`src/hw/port_pins_defines.svh`:
```
// Contract
// - High page pin written one is weakly pulled high and usable as input.
// - During external data access, high page pins carry address bits 15..14.
// - High page pins also carry address bits 23..22, time-shared with bits 15..14.
// - Board holds fetch-select high; only internal code fetch exists.
// - Program store strobe stays low while executing internal code.
// - At reset strobe pin is sampled; low selects download kernel, else user code.
// - Address latch strobe marks valid low byte and page byte for external latches.
// - Low port is open-drain; a pin written one floats as an input.
// - During external access, low port multiplexes address bits 7..0 with data.
// - As external bus, low port drives ones strongly instead of floating.
// - Analog port pin resets to analog mode; writing zero makes it digital.
// - Enabled timer two counter increments on each falling edge of its input.
`ifndef PORT_PINS_DEFINES_SVH
`define PORT_PINS_DEFINES_SVH
`define HIGH_PAGE_RESET    2'b11
`define LOW_BUS_RESET      8'hFF
`define ANALOG_PIN_RESET   1'b1
`define STRAP_SAMPLE_CYCLES 4'h4
`define TIMER_TWO_RESET    16'h0000
`endif

```
`src/hw/port_pins_pkg.sv`:
```
package port_pins_pkg;
	typedef enum logic [6:0] {
		XS_IDLE  = 7'b000_0001,
		XS_PAGE  = 7'b000_0010,
		XS_LOW   = 7'b000_0100,
		XS_LATCH = 7'b000_1000,
		XS_MID   = 7'b001_0000,
		XS_DATA  = 7'b010_0000,
		XS_DONE  = 7'b100_0000
	} xfer_state_t;
	typedef enum logic [1:0] {
		BOOT_SAMPLE = 2'b01,
		BOOT_RUN    = 2'b10
	} boot_state_t;
endpackage : port_pins_pkg

```
`src/hw/ext_bus_if.sv`:
```
`timescale 1ns/10ps
interface ext_bus_if;
	logic        req;
	logic        wr;
	logic [23:0] addr;
	logic [7:0]  wdata;
	logic [7:0]  rdata;
	logic        done;
	logic        active;
	logic        page_phase;
	logic        low_drive;
	logic        latch;
	modport core (output req, output wr, output addr, output wdata,
		input rdata, input done, input active, input page_phase, input low_drive, input latch);
	modport seq (input req, input wr, input addr, input wdata,
		output rdata, output done, output active, output page_phase, output low_drive, output latch);
endinterface : ext_bus_if

```
`src/hw/ext_bus_seq.sv`:
```
`timescale 1ns/10ps
`include "port_pins_defines.svh"
module ext_bus_seq (
	input  wire logic   clock_i,
	input  wire logic   rst_b_i,
	input  wire logic [7:0] low_bus_in_i,
	ext_bus_if.seq      bus
);
	port_pins_pkg::xfer_state_t state_r;
	port_pins_pkg::xfer_state_t state_nxt;
	logic [7:0] rdata_r;
	logic       done_r;

	always_comb begin
		state_nxt = state_r;
		unique case (state_r)
			port_pins_pkg::XS_IDLE:  if (bus.req) state_nxt = port_pins_pkg::XS_PAGE;
			port_pins_pkg::XS_PAGE:  state_nxt = port_pins_pkg::XS_LOW;
			port_pins_pkg::XS_LOW:   state_nxt = port_pins_pkg::XS_LATCH;
			port_pins_pkg::XS_LATCH: state_nxt = port_pins_pkg::XS_MID;
			port_pins_pkg::XS_MID:   state_nxt = port_pins_pkg::XS_DATA;
			port_pins_pkg::XS_DATA:  state_nxt = port_pins_pkg::XS_DONE;
			// Back-to-back request may be taken while done is shown
			port_pins_pkg::XS_DONE:  state_nxt = bus.req ? port_pins_pkg::XS_PAGE : port_pins_pkg::XS_IDLE;
			default:                 state_nxt = port_pins_pkg::XS_IDLE;
		endcase
	end

	always_ff @(posedge clock_i) begin
		if (!rst_b_i) begin
			state_r <= port_pins_pkg::XS_IDLE;
			rdata_r <= 8'h00;
			done_r  <= 1'b0;
		end else begin
			state_r <= state_nxt;
			done_r  <= (state_r == port_pins_pkg::XS_DATA);
			if (state_r == port_pins_pkg::XS_DATA && !bus.wr)
				rdata_r <= low_bus_in_i;
		end
	end

	// Page byte first, latched with the low byte, then middle byte holds for data
	assign bus.active     = (state_r != port_pins_pkg::XS_IDLE) && (state_r != port_pins_pkg::XS_DONE);
	assign bus.page_phase = (state_r == port_pins_pkg::XS_PAGE) || (state_r == port_pins_pkg::XS_LOW)
	                        || (state_r == port_pins_pkg::XS_LATCH);
	assign bus.latch      = (state_r == port_pins_pkg::XS_LOW) || (state_r == port_pins_pkg::XS_LATCH);
	assign bus.low_drive  = (state_r == port_pins_pkg::XS_PAGE) || (state_r == port_pins_pkg::XS_LOW)
	                        || (state_r == port_pins_pkg::XS_LATCH)
	                        || (bus.wr && (state_r == port_pins_pkg::XS_MID || state_r == port_pins_pkg::XS_DATA));
	assign bus.rdata      = rdata_r;
	assign bus.done       = done_r;
endmodule : ext_bus_seq

```
`src/hw/port_pins_external_data_bus.sv`:
```
`timescale 1ns/10ps
`include "port_pins_defines.svh"
module port_pins_external_data_bus (
	input  wire logic        clock_i,
	input  wire logic        rst_b_i,
	input  wire logic [1:0]  high_page_wr_i,
	input  wire logic        high_page_we_i,
	input  wire logic [1:0]  high_page_in_i,
	output logic [1:0]       high_page_out_o,
	output logic [1:0]       high_page_oe_b_o,
	output logic [1:0]       high_page_pullup_o,
	output logic [1:0]       high_page_rd_o,
	input  wire logic [7:0]  low_bus_wr_i,
	input  wire logic        low_bus_we_i,
	input  wire logic [7:0]  low_bus_in_i,
	output logic [7:0]       low_bus_out_o,
	output logic [7:0]       low_bus_oe_b_o,
	output logic [7:0]       low_bus_rd_o,
	input  wire logic        xmem_req_i,
	input  wire logic        xmem_wr_i,
	input  wire logic [23:0] xmem_addr_i,
	input  wire logic [7:0]  xmem_wdata_i,
	output logic [7:0]       xmem_rdata_o,
	output logic             xmem_done_o,
	output logic             xmem_busy_o,
	output logic [7:0]       addr_mid_o,
	output logic [7:0]       addr_top_o,
	output logic             address_latch_strobe_o,
	input  wire logic        internal_fetch_select_i,
	output logic             internal_fetch_ok_o,
	input  wire logic        program_store_strobe_in_i,
	output logic             program_store_strobe_o,
	output logic             program_store_strobe_oe_b_o,
	output logic             boot_kernel_o,
	output logic             boot_done_o,
	input  wire logic        analog_port_wr_i,
	input  wire logic        analog_port_we_i,
	input  wire logic        analog_port_pin_zero_i,
	output logic             analog_channel_zero_en_o,
	output logic             analog_port_rd_o,
	input  wire logic        timer_two_count_en_i,
	output logic [15:0]      timer_two_count_o
);
	ext_bus_if bus ();
	ext_bus_seq u_seq (
		.clock_i      (clock_i),
		.rst_b_i      (rst_b_i),
		.low_bus_in_i (low_bus_in_i),
		.bus          (bus)
	);

	assign bus.req   = xmem_req_i && !bus.active;
	assign bus.addr  = xmem_addr_i;
	assign bus.wdata = xmem_wdata_i;

	logic [1:0]  high_latch_r;
	logic [7:0]  low_latch_r;
	logic [23:0] addr_r;
	logic        wr_r;
	logic [7:0]  wdata_r;
	logic        analog_mode_r;
	logic        t2_prev_r;
	logic [15:0] t2_count_r;
	port_pins_pkg::boot_state_t boot_r;
	logic [3:0]  strap_cnt_r;
	logic        kernel_r;
	// Registered so the direction holds for the whole access
	assign bus.wr    = wr_r;

	always_ff @(posedge clock_i) begin
		if (!rst_b_i) begin
			high_latch_r <= `HIGH_PAGE_RESET;
			low_latch_r  <= `LOW_BUS_RESET;
			addr_r       <= 24'h00_0000;
			wr_r         <= 1'b0;
			wdata_r      <= 8'h00;
		end else begin
			if (high_page_we_i)
				high_latch_r <= high_page_wr_i;
			if (low_bus_we_i)
				low_latch_r <= low_bus_wr_i;
			if (bus.req) begin
				addr_r  <= xmem_addr_i;
				wr_r    <= xmem_wr_i;
				wdata_r <= xmem_wdata_i;
			end
		end
	end

	// High page pins: bus byte during access, else latch with weak pull-up on ones
	wire [1:0] page_sel_bits = bus.page_phase ? addr_r[23:22] : addr_r[15:14];
	wire [1:0] high_val      = bus.active ? page_sel_bits : high_latch_r;
	genvar gi;
	generate
		for (gi = 0; gi < 2; gi++) begin : g_high
			// Outside an access, ones only pulled weakly so an external driver can win
			assign high_page_oe_b_o[gi]   = bus.active ? 1'b0 : high_val[gi];
			assign high_page_pullup_o[gi] = high_val[gi];
		end
	endgenerate
	assign high_page_out_o = high_val;
	assign high_page_rd_o  = high_page_in_i;
	assign addr_mid_o      = addr_r[15:8];
	assign addr_top_o      = addr_r[23:16];

	// Low port: open-drain as GPIO, strong push-pull as bus
	wire [7:0] low_bus_val = bus.page_phase ? addr_r[7:0] : wdata_r;
	assign low_bus_out_o   = bus.low_drive ? low_bus_val : 8'h00;
	assign low_bus_oe_b_o  = bus.low_drive ? 8'h00 : (bus.active ? 8'hFF : low_latch_r);
	assign low_bus_rd_o    = low_bus_in_i;

	assign address_latch_strobe_o = bus.latch;
	assign xmem_rdata_o    = bus.rdata;
	assign xmem_done_o     = bus.done;
	assign xmem_busy_o     = bus.active;

	// No external fetch path exists, so this only reports the strap level
	assign internal_fetch_ok_o = internal_fetch_select_i;

	// Strap released as input for a few cycles after reset, then driven low
	always_ff @(posedge clock_i) begin
		if (!rst_b_i) begin
			boot_r      <= port_pins_pkg::BOOT_SAMPLE;
			strap_cnt_r <= 4'h0;
			kernel_r    <= 1'b0;
		end else if (boot_r == port_pins_pkg::BOOT_SAMPLE) begin
			strap_cnt_r <= strap_cnt_r + 4'h1;
			if (strap_cnt_r == `STRAP_SAMPLE_CYCLES) begin
				kernel_r <= !program_store_strobe_in_i;
				boot_r   <= port_pins_pkg::BOOT_RUN;
			end
		end
	end
	wire sampling = (boot_r == port_pins_pkg::BOOT_SAMPLE);
	assign program_store_strobe_oe_b_o = sampling;
	assign program_store_strobe_o      = 1'b0;
	assign boot_kernel_o               = kernel_r;
	assign boot_done_o                 = !sampling;

	// Analog port pin and timer two count input
	always_ff @(posedge clock_i) begin
		if (!rst_b_i) begin
			analog_mode_r <= `ANALOG_PIN_RESET;
			t2_prev_r     <= 1'b0;
			t2_count_r    <= `TIMER_TWO_RESET;
		end else begin
			if (analog_port_we_i)
				analog_mode_r <= analog_port_wr_i;
			t2_prev_r <= analog_port_pin_zero_i;
			if (timer_two_count_en_i && t2_prev_r && !analog_port_pin_zero_i)
				t2_count_r <= t2_count_r + 16'h0001;
		end
	end
	assign analog_channel_zero_en_o = analog_mode_r;
	assign analog_port_rd_o         = analog_mode_r ? 1'b0 : analog_port_pin_zero_i;
	assign timer_two_count_o        = t2_count_r;
endmodule : port_pins_external_data_bus

```
`config.mk`:
```
export PLATFORM = sky130hd
export DESIGN_NAME = port_pins_external_data_bus
export DESIGN_NICKNAME = d
export VERILOG_FILES = /design/src/hw/port_pins_pkg.sv /design/src/hw/ext_bus_if.sv /design/src/hw/ext_bus_seq.sv /design/src/hw/port_pins_external_data_bus.sv
export VERILOG_INCLUDE_DIRS = /design/src /design/src/hw
export SDC_FILE = /design/constraint.sdc
export NUM_CORES = 1
export LEC_CHECK = 0
export ABC_AREA = 1
export BUFFER_PORTS_ARGS = -buffer_cell sky130_fd_sc_hd__buf_2
export CORE_UTILIZATION = 40
export DETAILED_ROUTE_END_ITERATION = 8
export PLACE_DENSITY_LB_ADDON = 0.08
export SLEW_MARGIN = 40
export SYNTH_ARGS = -nofsm -noshare
export SYNTH_HDL_FRONTEND = slang
export SYNTH_SLANG_ARGS = --single-unit
```
`constraint.sdc`:
```
create_clock -name clock_i -period 1.7 [get_ports clock_i]
set_input_delay 0.085 -clock clock_i [delete_from_list [all_inputs] [get_ports clock_i]]
set_output_delay 0.085 -clock clock_i [all_outputs]
set_load 0.05 [all_outputs]
```
==> impl_metrics.csv <==
group,metric,value,unit
drt,dr_total_vias,3881,
timing,holdWs,10.2,ps
cts,cts_tree,"built",
finish,final_cell_count_no_fill,836,
cts,max-clock-path-buffers,2,
drt,dr.pass1.iters,4,
worst_setup_path,path_buf_inv,2,
worst_setup_path,worstPathMaxFanout,8,
status,violations,"setup timing",
pwr,switching_share,0.338,
cts,cts_root_buf,"clkbuf_8",
yosys,synth_nets,618,
drt,drc,0,
finish,layout.nets,770,
timing,min_period_over_period,1.06,
pwr,switchingPower,1660,uW
floorplan,dieArea,0.0103,mm2
yosys,seq_area_frac_synth,0.425,
worst_setup_path,cp.arrival,1720,ps
floorplan,rows,35,
pwr,p_int,3270,uW
worst_setup_path,crit_path_cell_trace,"inv_1 > nand3_1 > a21oi_4 > nand2_4 > nand2_8 > nand2_2 > nor2_2 > buf_6",
worst_setup_path,critical_path_cell_count,8,
floorplan,start_util,0.420,
pwr,combinationalPowerShare,0.276,
drt,wl_per_cell,12.1,um
pwr,power_density,899,mW/mm2
timing,fmaxAchievable,554,MHz
yosys,synth_warnings,0,
placed_design,placed_cell_area,0.00460,mm2
drt,drtIter0Drc,134,
drt,ant_nets,0,
cts,clk_latency,350,ps
floorplan,die_h,101,um
yosys,syn_inst,551,
yosys,synth.avg_cell_area,7.18,um2
worst_setup_path,slowest_stage,"dfxtp_1",
yosys,synth_cell_types,29,
cts,cts.sinks,84,
floorplan,die_width,101,um
placed_design,io_buffers,138,
status,status,"complete, but fails checks",
finish,design_area,0.00549,mm2
pwr,p_clk_frac,0.287,
global_route,grt-ovfl-total,0,
worst_setup_path,cpLargestDelayFamily,"simple AND/OR/NAND/NOR gates",
global_route,grt_pass1_wl,16100,um
worst_setup_path,r2r.worst_path.cells,9,
min_path,holdPathStages,3,
flow_run,maxCapViolCount,0,
finish,area_growth,38.6,%
finish,drive_gt1_frac,0.352,
pwr,p_leak,0.00246,uW
min_path,min_path_type,"in2reg",
floorplan,core_area,0.00942,mm2
global_route,grt_max_degree,32,
finish,antenna_cells,0,
yosys,synth_area,0.00396,mm2
global_route,antenna_found_initial,0,
timing,timing.final.ws_setup,-107,ps
pwr,p_seq_frac,0.438,
cts,clk_pin_slew,80,ps
worst_setup_path,slowest_delay,360,ps
worst_setup_path,crit_path_end_kind,"output pin",
timing,maxSlewViolCount,0,
worst_setup_path,critPathLaunchType,"flop",
placed_design,gp_congestion,0.760,
timing,setup-violations-final,21,
worst_setup_path,cp.required,1620,ps
cts,cts_buffers,9,
timing,rsz0062_at_grt,"yes",
drt,avgViaCountPerCell,4.64,
timing,clock_skew,15.4,ps
placed_design,dpl.cell_count,780,
global_route,grt_util_all_layers,0.196,
drt,routed_wl,10100,um
global_route,grt_pass1_vias,3578,
floorplan,ios,146,
timing,hold_violations,0,
yosys,synth_seq_cells,84,
placed_design,dp_hpwl,6730,um
pwr,ir_drop,0.000420,V
worst_setup_path,crit_type,"reg2out",
timing,post-route-min-period,1810,ps
cts,cts_max_level,3,
## cells by family after synthesis
| kind of cell | count (synthesis) | share of synthesized area |
|---|---|---|
| buffers and inverters | 109 | 0.153 |
| AO/OA/AOI/OAI | 72 | 0.0911 |
| other | 1 | 0.000948 |
| AND/OR/NAND/NOR | 282 | 0.321 |
| flip-flops | 84 | 0.425 |
| adder cells (fa/ha/maj) | 3 | 0.00949 |
## cell usage in the layout (no fill, tap or decap), drive strengths merged, types with 3 or more instances in the layout
cell type,count
nand3,66
nand4,7
o21ai,14
dlygate4sd3,34
nand2,131
nor2,70
ha,3
a21oi,58
dfxtp,84
nor3,7
clkbuf,11
inv,55
buf,159
## area by class of cell
type / count / area (um2)
inverters: 56 / 218
well taps: 129 / 161
fillers: 864 / 3930
clock buffers: 11 / 141
multi-input cells: 359 / 1840
flip-flops and latches: 84 / 1690
clock inverters: 4 / 50.0
repair buffers: 193 / 1380
## cell usage after synthesis (all sizes together)
| library cell | count | area share |
|---|---|---|
| dfxtp | 84 | 0.43 |
| nor3 | 7 | 0.0089 |
| or2 | 1 | 0.0016 |
| conb | 1 | 0.00095 |
| o21ai | 14 | 0.018 |
| nor2 | 70 | 0.072 |
| clkinv | 1 | 0.00095 |
| nand4 | 7 | 0.011 |
| a21oi | 58 | 0.073 |
| nand2 | 130 | 0.13 |
| buf | 44 | 0.090 |
| nand3 | 66 | 0.097 |
| nand3b | 1 | 0.0019 |
| ha | 3 | 0.0095 |
| clkbuf | 9 | 0.0085 |
| inv | 55 | 0.053 |
## worst reg2reg max path: stages, from the launching register on
cell and delay (ps):
dfxtp_2 350, nor2_4 130, buf_6 120, nand4_1 140
nand2_4 140, buf_4 150, nand2_2 50, buf_4 210
nand2_1 100, a21oi_1 70
## power groups by stage
stage	clock network (uW)	registers [uW]	logic, uW
5_1_grt	1540	2170	1460
6_report	1410	2160	1360
3_5_place_dp	0	2200	1150
3_3_place_gp	0	2200	1140
4_1_cts	1460	2160	1330
2_1_floorplan	0	2200	975
## path summary, 6_finish.rpt
check                     endpoint  slack, ps        startpoint
setup / recovery  low_bus_out_o[1]       -110  u_seq.state_r[6]
hold reg to reg         addr_r[11]        460        addr_r[11]
hold / removal           addr_r[8]         10    xmem_addr_i[8]
setup reg to reg         addr_r[3]        120  u_seq.state_r[3]
## state kept, by name, summed over array words and instances (netlist names)
register                  cells
u_seq.state_r                 7
strap_cnt_r                   4
bus.wr                        1
analog_channel_zero_en_o      1
wdata_r                       8
high_latch_r                  2
boot_r                        2
addr_r                       24
boot_kernel_o                 1
t2_prev_r                     1
u_seq.bus.rdata               8
u_seq.bus.done                1
timer_two_count_o            16
low_latch_r                   8
## metal layers
metal  share of wire  global-route usage
met5               0                   0
met4           0.015              0.0803
met3           0.053              0.0380
met2            0.46               0.328
met1            0.47               0.249
## metrics by stage
step	total power (uW)	setup slack [ps]	TNS, ps	utilization
2_1_floorplan	3180	11.9	0	-
3_3_place_gp	3330	95.8	0	0.489
3_5_place_dp	3350	30.0	0	0.489
4_1_cts	4940	-117	-1540	0.578
5_1_grt	5170	-216	-3550	0.583
6_report	4930	-107	-1270	0.583
## repair_timing
action,in CTS,in global routing
endpoints found under the hold margin,31,0
setup endpoints to repair,23,24
resized for setup,77,10
hold buffers,34,0
pin swaps,8,1
cloned,2,0
setup buffers,4,1
No activity file was read; power rests on OpenSTA's default activity.
